$ cat src/rtl/cls_pkg.sv
// package for the compact load/store execute unit: operations, bases, widths, constants
// assumes a 64-bit register file and a byte-addressed data path on the far side
package cls_pkg;

   localparam int XLEN = 64;

   // operation codes seen by the unit
   typedef enum logic [3:0] {
      CLS_OP_NONE = 4'h0,
      LOAD_BYTE_SIGNED = 4'h1,
      LOAD_BYTE_ZERO_EXT = 4'h2,
      LOAD_HALF_SIGNED = 4'h3,
      LOAD_HALF_ZERO_EXT = 4'h4,
      LOAD_WORD_OP = 4'h5,
      LOAD_WORD_ZERO_EXT = 4'h6,
      LOAD_DOUBLE_OP = 4'h7,
      STORE_BYTE_OP = 4'h8,
      STORE_HALF_OP = 4'h9,
      STORE_WORD_OP = 4'hA,
      STORE_DOUBLE_OP = 4'hB
   } cls_op_t;

   // base register choice
   typedef enum logic [1:0] {
      CLS_BASE_GPR = 2'h0,
      CLS_BASE_SP = 2'h1,
      CLS_BASE_PC = 2'h2
   } cls_base_t;

   // pc-relative origin choice
   typedef enum logic [1:0] {
      CLS_ORIG_OWN = 2'h0,
      CLS_ORIG_PREFIX = 2'h1,
      CLS_ORIG_JUMP = 2'h2
   } cls_orig_t;

   // one issued compact memory instruction
   typedef struct packed {
      cls_op_t            op;
      cls_base_t          base;
      cls_orig_t          orig;
      logic               longImm;   // 8-bit field form
      logic               extended;  // prefix present
      logic [15:0]        imm;       // raw field, or 16-bit prefix offset
      logic [XLEN-1:0]    gprBase;
      logic [XLEN-1:0]    spBase;
      logic [XLEN-1:0]    ownPc;
      logic [XLEN-1:0]    prefixPc;
      logic [XLEN-1:0]    jumpPc;
      logic [XLEN-1:0]    storeData; // target_reg_field or return_address_reg value
      logic [4:0]         destIdx;
   } cls_req_t;

   // processor mode
   typedef struct packed {
      logic mode64;
      logic kernel;
   } cls_mode_t;

   // access to the memory path
   typedef struct packed {
      logic               valid;
      logic               write;
      logic [XLEN-1:0]    addr;
      logic [1:0]         size;      // log2 of bytes
      logic [XLEN-1:0]    wdata;
   } cls_mem_t;

   // result to the register file
   typedef struct packed {
      logic               valid;
      logic [4:0]         idx;
      logic [XLEN-1:0]    data;
   } cls_wb_t;

   localparam logic [1:0] SZ_BYTE = 2'h0;
   localparam logic [1:0] SZ_HALF = 2'h1;
   localparam logic [1:0] SZ_WORD = 2'h2;
   localparam logic [1:0] SZ_DBL  = 2'h3;
   localparam int SHORT_IMM_W = 5;
   localparam int LONG_IMM_W  = 8;
   localparam logic [2:0] ALIGN_HALF = 3'h1;
   localparam logic [2:0] ALIGN_WORD = 3'h3;
   localparam logic [2:0] ALIGN_DBL  = 3'h7;

endpackage : cls_pkg

$ cat src/rtl/cls_load_store_unit.sv
// compact instruction load/store execute stage: address, checks, extension, write-back
// assumes a memory path answering loads with memRdValid some cycles after the request
`timescale 1ns/1ps

// Function
// - address is always a base register, or the origin pc with low bits masked, plus an immediate offset, nothing else
// - signed byte load uses zero-extended 5-bit offset, sign-extends the byte
// - unsigned byte load uses same addressing, zero-extends the byte
// - halfword loads scale 5-bit offset by two; signed or zero extension
// - halfword access with odd address raises address error
// - word load scales 5-bit offset by four; sign-extends word in 64-bit mode
// - word access with either low address bit set raises address error
// - pc-relative word load masks two low pc bits, adds 8-bit offset times four
// - sp-relative word load/store, return address too, adds 8-bit offset times four
// - unsigned word load scales offset by four, zero-extends the loaded word
// - unsigned word and doubleword ops need 64-bit or kernel mode, else reserved
// - doubleword loads scale 5-bit offset by eight and load 64 bits
// - doubleword access with any of three low address bits set raises address error
// - pc-relative doubleword load masks three low pc bits, adds 5-bit offset times eight
// - byte store adds 5-bit offset, writes only the low byte
// - halfword store scales offset by two, writes the low halfword
// - word store scales offset by four, writes the low word
// - doubleword store scales 5-bit offset by eight, writes all 64 bits
// - sp doubleword store of return address scales 8-bit offset by eight
// - pc origin is own pc, prefix pc when extended, jump pc in a delay slot
// - with the extend prefix the offset is a 16-bit signed value
module cls_load_store_unit
   import cls_pkg::*;
(
   // clock and reset
   input  wire logic               sys_clk,
   input  wire logic               rst,
   // issue side
   input  wire logic               reqValid,
   input  wire cls_req_t           req,
   input  wire cls_mode_t          mode,
   output      logic               reqReady,
   // memory path
   output      cls_mem_t           mem,
   input  wire logic               memReady,
   input  wire logic               memRdValid,
   input  wire logic [XLEN-1:0]    memRdData,
   // results
   output      cls_wb_t            wb,
   output      logic               addrErr,
   output      logic               resvInstr,
   output      logic [XLEN-1:0]    badAddr
);

   typedef enum logic [2:0] {
      CLS_IDLE = 3'b001,
      CLS_REQ  = 3'b010,
      CLS_WAIT = 3'b100
   } cls_state_t;

   cls_state_t         state_reg, state_next;
   cls_mem_t           mem_reg;
   cls_op_t            op_reg;
   logic               mode64_reg;
   logic [4:0]         dest_reg;
   logic [2:0]         lane_reg;

   // operation classes
   wire logic isLoad   = (req.op >= LOAD_BYTE_SIGNED) && (req.op <= LOAD_DOUBLE_OP);
   wire logic isStore  = (req.op >= STORE_BYTE_OP) && (req.op <= STORE_DOUBLE_OP);
   wire logic isMemOp  = isLoad || isStore;
   wire logic [1:0] accSize =
      (req.op == LOAD_BYTE_SIGNED || req.op == LOAD_BYTE_ZERO_EXT ||
       req.op == STORE_BYTE_OP) ? SZ_BYTE :
      (req.op == LOAD_HALF_SIGNED || req.op == LOAD_HALF_ZERO_EXT ||
       req.op == STORE_HALF_OP) ? SZ_HALF :
      (req.op == LOAD_DOUBLE_OP || req.op == STORE_DOUBLE_OP) ? SZ_DBL : SZ_WORD;
   wire logic wideOnly = (req.op == LOAD_WORD_ZERO_EXT) || (accSize == SZ_DBL);

   // pc origin selection
   wire logic [XLEN-1:0] originPc =
      req.extended ? req.prefixPc :
      (req.orig == CLS_ORIG_JUMP) ? req.jumpPc : req.ownPc;

   // masked pc: two low bits for words, three for doublewords
   wire logic [XLEN-1:0] maskMask =
      (accSize == SZ_DBL) ? ~XLEN'(ALIGN_DBL) : ~XLEN'(ALIGN_WORD);
   wire logic [XLEN-1:0] baseVal =
      (req.base == CLS_BASE_PC) ? (originPc & maskMask) :
      (req.base == CLS_BASE_SP) ? req.spBase : req.gprBase;

   // zero-extended field, 5 or 8 bits wide, then scaled by access size
   wire logic [LONG_IMM_W-1:0] fieldImm =
      req.longImm ? req.imm[LONG_IMM_W-1:0]
                  : LONG_IMM_W'(req.imm[SHORT_IMM_W-1:0]);
   wire logic [XLEN-1:0] shortOff = XLEN'(fieldImm) << accSize;
   wire logic [XLEN-1:0] extOff   = {{(XLEN-16){req.imm[15]}}, req.imm};
   wire logic [XLEN-1:0] effAddr  =
      baseVal + (req.extended ? extOff : shortOff);

   // alignment and mode checks
   wire logic [2:0] alignMask =
      (accSize == SZ_HALF) ? ALIGN_HALF :
      (accSize == SZ_WORD) ? ALIGN_WORD :
      (accSize == SZ_DBL)  ? ALIGN_DBL : 3'h0;
   wire logic misaligned = |(effAddr[2:0] & alignMask);
   wire logic modeBad    = wideOnly && !mode.mode64 && !mode.kernel;
   wire logic issue      = reqValid && reqReady && isMemOp;
   wire logic fault      = modeBad || misaligned;

   // store data lane placement: only the low slice of the source
   wire logic [XLEN-1:0] storeSlice =
      (accSize == SZ_BYTE) ? XLEN'(req.storeData[7:0]) :
      (accSize == SZ_HALF) ? XLEN'(req.storeData[15:0]) :
      (accSize == SZ_WORD) ? XLEN'(req.storeData[31:0]) :
                             req.storeData;
   wire logic [XLEN-1:0] storeLane = storeSlice << {effAddr[2:0], 3'h0};

   assign reqReady = (state_reg == CLS_IDLE);

   // next state
   always_comb begin
      state_next = state_reg;
      case (state_reg)
         CLS_IDLE: begin
            if (issue && !fault) begin
               state_next = CLS_REQ;
            end
         end
         CLS_REQ: begin
            if (memReady) begin
               state_next = mem_reg.write ? CLS_IDLE : CLS_WAIT;
            end
         end
         CLS_WAIT: begin
            if (memRdValid) begin
               state_next = CLS_IDLE;
            end
         end
         default: state_next = CLS_IDLE;
      endcase
   end

   // load lane extraction from the returned doubleword
   wire logic [XLEN-1:0] rdShift = memRdData >> {lane_reg, 3'h0};
   logic [XLEN-1:0] loadVal;
   always_comb begin
      case (op_reg)
         LOAD_BYTE_SIGNED:   loadVal = {{(XLEN-8){rdShift[7]}}, rdShift[7:0]};
         LOAD_BYTE_ZERO_EXT: loadVal = XLEN'(rdShift[7:0]);
         LOAD_HALF_SIGNED:   loadVal = {{(XLEN-16){rdShift[15]}}, rdShift[15:0]};
         LOAD_HALF_ZERO_EXT: loadVal = XLEN'(rdShift[15:0]);
         LOAD_WORD_OP:       loadVal = mode64_reg ?
                                       {{(XLEN-32){rdShift[31]}}, rdShift[31:0]} :
                                       XLEN'(rdShift[31:0]);
         LOAD_WORD_ZERO_EXT: loadVal = XLEN'(rdShift[31:0]);
         LOAD_DOUBLE_OP:     loadVal = rdShift;
         default:            loadVal = '0;
      endcase
   end

   // state and captured access
   always_ff @(posedge sys_clk) begin
      if (rst) begin
         state_reg  <= CLS_IDLE;
         mem_reg    <= '0;
         op_reg     <= CLS_OP_NONE;
         mode64_reg <= 1'b0;
         dest_reg   <= 5'h0;
         lane_reg   <= 3'h0;
      end else begin
         state_reg <= state_next;
         if (state_reg == CLS_IDLE) begin
            mem_reg.valid <= issue && !fault;
            mem_reg.write <= isStore;
            mem_reg.addr  <= effAddr;
            mem_reg.size  <= accSize;
            mem_reg.wdata <= storeLane;
            op_reg        <= req.op;
            mode64_reg    <= mode.mode64;
            dest_reg      <= req.destIdx;
            lane_reg      <= effAddr[2:0];
         end else if (state_reg == CLS_REQ && memReady) begin
            mem_reg.valid <= 1'b0;
         end
      end
   end

   // exception flags and write-back, one-cycle pulses
   always_ff @(posedge sys_clk) begin
      if (rst) begin
         addrErr   <= 1'b0;
         resvInstr <= 1'b0;
         badAddr   <= '0;
         wb        <= '0;
      end else begin
         resvInstr <= issue && modeBad;
         addrErr   <= issue && !modeBad && misaligned;
         if (issue && !modeBad && misaligned) begin
            badAddr <= effAddr;
         end
         wb.valid <= (state_reg == CLS_WAIT) && memRdValid;
         wb.idx   <= dest_reg;
         wb.data  <= loadVal;
      end
   end

   assign mem = mem_reg;

endmodule : cls_load_store_unit

$ cat config.mk
export PLATFORM = sky130hd
export DESIGN_NAME = cls_load_store_unit
export DESIGN_NICKNAME = d
export VERILOG_FILES = /design/src/rtl/cls_pkg.sv /design/src/rtl/cls_load_store_unit.sv
export SDC_FILE = /design/constraint.sdc
export NUM_CORES = 1
export LEC_CHECK = 0
export ABC_AREA = 1
export BUFFER_PORTS_ARGS = -buffer_cell sky130_fd_sc_hd__buf_2
export CORE_AREA = 2 2 295 297
export CTS_BUF_LIST = sky130_fd_sc_hd__clkbuf_4 sky130_fd_sc_hd__clkbuf_8 sky130_fd_sc_hd__clkbuf_16
export DETAILED_ROUTE_END_ITERATION = 6
export DIE_AREA = 0 0 297 299
export HOLD_SLACK_MARGIN = 0.12
export MAX_ROUTING_LAYER = met4
export PLACE_DENSITY_LB_ADDON = 0.2
export SLEW_MARGIN = 40
export SYNTH_ARGS = -nofsm -noshare
export SYNTH_HDL_FRONTEND = slang
export SYNTH_SLANG_ARGS = --single-unit
$ cat constraint.sdc
create_clock -name sys_clk -period 4.4 [get_ports sys_clk]
set_input_delay 0.44 -clock sys_clk [delete_from_list [all_inputs] [get_ports sys_clk]]
set_output_delay 0.44 -clock sys_clk [all_outputs]
set_load 0.02 [all_outputs]
* Word level (Yosys, flattened, before mapping)
Index checks and enable logic that the tools add are counted.
Word-level totals: register bits 284, bits of input ports 486, output and inout port bits 269, word-level logic and storage cells 107
Operators by class: $add $sub $neg 1, $lt $le $gt $ge 4, equality and inequality tests 28, shifts and indexed selects 3, multiplexer cells 25, bitwise gates (word level) 2, reduce and logical (&&, ||, !) cells 28
Operators by type and width (count):
- 64-bit two-way mux | 9
- 64-bit one-hot mux with 7 select lines | 1
- 64-bit adder | 1
- 64-bit AND | 1
- 64-bit by 6-bit << shifter with 64-bit output | 1
- 8-bit by 2-bit << shifter with 64-bit output | 1
- 64-bit by 6-bit right shift with 64-bit output | 1
- 4-bit by 3-bit == test with 1-bit output (second input constant) | 7
- 3-bit two-way mux | 8
- 4-bit by 2-bit == test with 1-bit output (second input constant) | 4
- 4-bit == test (second input constant) | 3
- 1-bit logical AND | 12
- 3-bit one-hot mux with 3 select lines | 1
- 2-bit == test (second input constant) | 4
- 4-bit by 1-bit == test with 1-bit output (second input constant) | 2
- 1-bit logical OR | 8
- 8-bit two-way mux | 1
- 2-bit by 1-bit == test with 1-bit output (second input constant) | 2
- 4-bit by 1-bit greater-or-equal comparator with 1-bit output (second input constant) | 1
- 4-bit greater-or-equal comparator (second input constant) | 1
- 4-bit by 3-bit less-or-equal comparator with 1-bit output (second input constant) | 1
- 4-bit less-or-equal comparator (second input constant) | 1
- 1-bit logical NOT | 4
- 2-bit two-way mux | 2
- 11 further kinds | 14

* Depth between registers and ports, before layout
word-level depth 17, depth in mapped cells 28, mapped depth without buffers 28

* Worst setup path after synthesis
OpenSTA, ideal clock, no wires.
path type input -> register, start in req[405] (netlist bit), end reg badAddr[58], library setup time 0.109 ns, arrival 3.486 ns, data required time 4.291 ns, slack 0.805 ns, stages on the path 20, path buffers 5, path through clkbuf_1 -> clkinv_1 -> clkbuf_1 -> clkbuf_1 -> a21boi_0 -> ha_1 -> inv_1 -> fa_1 -> xor2_2 -> inv_2 -> a22oi_2 -> nand2_1 -> nand2_2 -> inv_2 -> buf_6 -> buf_2 -> nor2_1 -> nor2_1 -> nand2_1 -> inv_1
On the way: word-level cells in the longest chain between the ends 7, elaborated cells between the ends (all ways) 8, those cells by class add/sub: 1; mux: 3; bitwise: 2; reduce/logical: 2
RTL lines:
- start: declaration | RTL line cls_load_store_unit.sv:35 | input wire cls_req_t req,
- 64-bit two-way mux | RTL line cls_load_store_unit.sv:77 | req.extended ? req.prefixPc :
- 64-bit AND | RTL line cls_load_store_unit.sv:84 | (req.base == CLS_BASE_PC) ? (originPc & maskMask) :
- 64-bit two-way mux | RTL line cls_load_store_unit.sv:84
- 64-bit adder (*) | RTL line cls_load_store_unit.sv:94 | baseVal + (req.extended ? extOff : shortOff);
- 3-bit AND | RTL line cls_load_store_unit.sv:101 | wire logic misaligned = |(effAddr[2:0] & alignMask);
- 3-bit OR reduction | RTL line cls_load_store_unit.sv:101
- 1-bit logical AND | RTL line cls_load_store_unit.sv:194 | if (issue && !modeBad && misaligned) begin
- end signal: assignment | RTL line cls_load_store_unit.sv:195 | badAddr <= effAddr;
- end: declaration | RTL line cls_load_store_unit.sv:47 | output logic [XLEN-1:0] badAddr
Every way passes the cells marked *; elsewhere a longest branch is shown, timed or not. A chain may end at the register's enable or synchronous reset.

* Final worst setup path
start in req[412] (netlist bit), end reg mem_reg (netlist bit mem[89])
On the way: word-level cells in the longest chain between the ends 10, elaborated cells between the ends (all ways) 23, those cells by class add/sub: 1; eq/ne: 9; shift: 1; mux: 6; bitwise: 1; reduce/logical: 5
RTL lines:
- 4-bit by 3-bit == test with 1-bit output (tied with other cells) | RTL line cls_load_store_unit.sv:72 | (req.op == LOAD_DOUBLE_OP || req.op == STORE_DOUBLE_OP) ? SZ_DBL : SZ_WORD;
- 1-bit logical OR (on tied branches) | RTL line cls_load_store_unit.sv:72, cls_load_store_unit.sv:70
- 1-bit two-way mux or 1-bit logical OR (tied branches) | RTL line cls_load_store_unit.sv:72, cls_load_store_unit.sv:70
- 2-bit two-way mux | RTL line cls_load_store_unit.sv:71 | req.op == STORE_HALF_OP) ? SZ_HALF :
- 2-bit two-way mux (*) | RTL line cls_load_store_unit.sv:69 | req.op == STORE_BYTE_OP) ? SZ_BYTE :
- 2-bit == test | RTL line cls_load_store_unit.sv:82 | (accSize == SZ_DBL) ? ~XLEN'(ALIGN_DBL) : ~XLEN'(ALIGN_WORD);
- 3-bit two-way mux | RTL line cls_load_store_unit.sv:82
- 64-bit AND | RTL line cls_load_store_unit.sv:84
- 64-bit two-way mux | RTL line cls_load_store_unit.sv:84
- 64-bit adder (*) | RTL line cls_load_store_unit.sv:94
- end: declaration | RTL line cls_load_store_unit.sv:57 | cls_mem_t mem_reg;
Marked as above.

==> flow_metrics.py <==
metrics = {
    "timing": {
        "clock_skew_ns": 0.0406,
        "slew_headroom_pct": 40.8,
        "setup_viol": 0,
        "tightest_slew_ns": 0.882,
        "rsz0062_at_grt": "false",
        "finalCritPeriodShare_pct": 81.0,
        "min_period_ns": 3.56,
        "max_freq_mhz": 281,
        "tns_ns": 0,
        "hold_viol": 0,
        "setup_ws_ns": 0.835,
        "maxSlewViolCount": 0,
    },
    "worst_setup_path": {
        "critPathMaxFanout": 13,
        "endpoint_kind": "register",
        "cp_slowest_stage_delay_ns": 0.61,
        "critPathRequiredTime_ns": 4.86,
        "critPathLaunchType": "input pin",
        "worst-path-stages": 19,
        "path_buf_inv": 3,
        "cp_top_family": "simple AND/OR/NAND/NOR gates",
        "critPathKind": "in -> reg",
        "reg2reg_depth": 10,
        "crit_top_cell": "nand2_1",
        "cp.arrival_ns": 4.02,
        "path_cells": "buf_2, nand2_1, inv_1, nand2_1, o21ai_1, nor2_2, nand2_1, nand2_1, o21ai_0, a221oi_1, ha_1, or2_2, nand3_1, nand2_1, nand3_1, nand3b_1, xnor2_1, a21o_1, inv_1",
        "cp_slowest_cell": "xnor2_1",
    },
    "finish": {
        "layout_commonest_cell": "nand2_1",
        "register_area_mm2": 0.00563,
        "synthToLayoutAreaGrowth_pct": 29.2,
        "multiInputGateArea_mm2": 0.0135,
        "fin_cells": 5729,
        "fillers": 9927,
        "nets": 5085,
        "largest_register_ffs": 132,
        "final_cell_mix": "nand2_1 (1110), buf_2 (747), inv_1 (592)",
        "postLayoutCoreUtil_pct": 33.3,
        "final_layout_size_suffix_gt1_share_pct": 21.4,
    },
    "power_and_ir_drop": {
        "power_density_mw_per_mm2": 401,
        "irDropWorstVdd_mv": 0.256,
        "p_leak_uw": 0.0159,
    },
    "clocking": {
        "clkTransAtPathRegs_ns": 0.06,
        "cts_sinks": 281,
        "h-tree-depth": 2,
        "cts_tree": "yes",
        "cts_buffer_depth": 3,
        "insertion_delay_ns": 0.56,
        "cts_resized": 0,
        "cts_buffers": 36,
        "cts_root_buffer": "clkbuf_16",
    },
    "floorplan": {
        "core.rowCount": 108,
        "dieWidth_um": 297,
        "core_area_mm2": 0.0859,
        "dieArea_mm2": 0.0888,
        "ios": 755,
        "initial_utilization_pct": 25.8,
        "die_y_um": 299,
    },
    "detailed_routing": {
        "num_vias": 26934,
        "dr.pass1.iters": 6,
        "wl_um": 114000,
        "wl_met3_um": 7380,
        "route.met2.wl_um": 53200,
        "topRoutingLayerUsed": "met4",
        "initialDrtViolationCount": 1961,
        "routed_via_density": 4.70,
        "ant_nets": 0,
        "wl_met1_um": 48700,
        "post_drt_wl_per_cell_um": 19.8,
        "drc_errors": 0,
    },
    "grt": {
        "grt_pass1_vias": 25425,
        "grt_pass1_wl_um": 164000,
        "grt_antenna_before_repair": 14,
        "grt_max_degree": 99,
        "grtUsageTotal_pct": 25.1,
        "grt.overflow.total": 0,
    },
    "yosys": {
        "syn_area_mm2": 0.0222,
        "syn_inst": 3865,
        "yosys_warnings": 0,
        "synthesis.nets": 4416,
        "synth_ff_type": "dfxtp_1",
        "synth_top_cell_by_area": "dfxtp_1",
        "ys_ff_latch": 281,
        "seq_area_frac_synth_pct": 25.4,
        "ys_types": 50,
        "synthTopCellsByArea": "dfxtp_1 (25%), nand2_1 (19%), inv_1 (10%)",
        "synthAdderAreaFrac_pct": 3.70,
        "yosys.area_share.simple_pct": 34.8,
        "synth_async_sr_flop_share_pct": 0,
        "synthXorXnorAreaFrac_pct": 0.983,
        "synth_compound_area_share_pct": 18.3,
        "syn_avg_cell_area_um2": 5.73,
        "synth_top_cell_area_share_pct": 25.4,
        "synth-edff-count": 0,
        "muxShareOfSynthArea_pct": 3.07,
        "synth_top_family_by_area": "simple AND/OR/NAND/NOR gates",
    },
    "placed_design": {
        "portBuffers": 748,
        "gp_congestion": 0.960,
        "pre_cts_ws_ns": 0.300,
        "place_hpwl_um": 91700,
        "dpl.cell_count": 5650,
    },
    "min_path": {
        "hold_depth": 4,
        "hp-class": "in -> reg",
    },
    "run": {
        "max_cap_viol_count": 0,
    },
    "run_status": {
        "status": "finished clean",
    },
}
## path summary, 6_finish.rpt
kind	start	end	slack, ns
worst max-delay path	req[412]	mem[89]	0.84
worst min register to register	dest_reg[4]	wb[68]	0.43
worst min-delay path	mode[1]	resvInstr	0.16
worst max register to register	mem[66]	wb[58]	0.93
## synthesized netlist by cell type, types with 14 or more instances
| master | number |
|---|---|
| a21oi_1 | 224 |
| buf_1 | 29 |
| buf_2 | 22 |
| clkbuf_1 | 143 |
| dfxtp_1 | 281 |
| ha_1 | 64 |
| inv_1 | 593 |
| mux2_2 | 48 |
| mux2i_1 | 14 |
| nand2_1 | 1113 |
| nand3_1 | 266 |
| nand4_1 | 15 |
| nor2_1 | 475 |
| nor3_1 | 20 |
| o211ai_1 | 47 |
| o21a_1 | 37 |
| o21ai_0 | 257 |
| o21bai_1 | 23 |
| o22ai_1 | 56 |
| xor2_1 | 16 |
## metal layers
| layer | up-vias | global-route usage [%] |
|---|---|---|
| met3 | 173 | 4.83 |
| met4 | 0 | 9.14 |
| met2 | 925 | 41.5 |
| met1 | 12238 | 30.4 |
| met5 | - | - |
| li1 | 13598 | - |
## stage by stage
step	power, uW	hold WS [ns]	cell area (um^2)
after floorplan	6380	0.410	22200
after global placement	8500	0.418	27400
after detailed placement	8490	0.425	27400
after CTS	11600	0.126	28600
after global routing	12200	0.156	28600
final	11500	0.164	28600
## area by class of cell
type,instances,share of cell area [%]
multi-input cells,2782,47.2
flip-flops and latches,281,19.7
repair buffers,827,15.8
inverters,606,7.97
well taps,1155,5.05
clock buffers,51,3.72
clock inverters,12,0.468
diodes,15,0.131
## timing repair
action / CTS / global route
hold endpoints to repair: 1 / 0
setup buffers: 0 / 0
endpoints found under the setup margin: 0 / 0
hold buffers: 1 / 0
## where the power goes
part,internal [uW],switching [uW]
Sequential,2960,264
Clock,1760,1270
Combinational,1640,3590
## tightest hold or removal path, cell delays in order
cell	delay [ns]
buf_2	0.09
nor3_1	0.06
nand2_1	0.05
nor2_1	0.03
## kinds of logic after synthesis
logic type      after synthesis
buf+inv                     802
xor+xnor                     24
mux                          62
compound gates              709
simple gates               1922
flops                       281
fa+ha+maj                    65
Power figures use the tool's default switching activity.
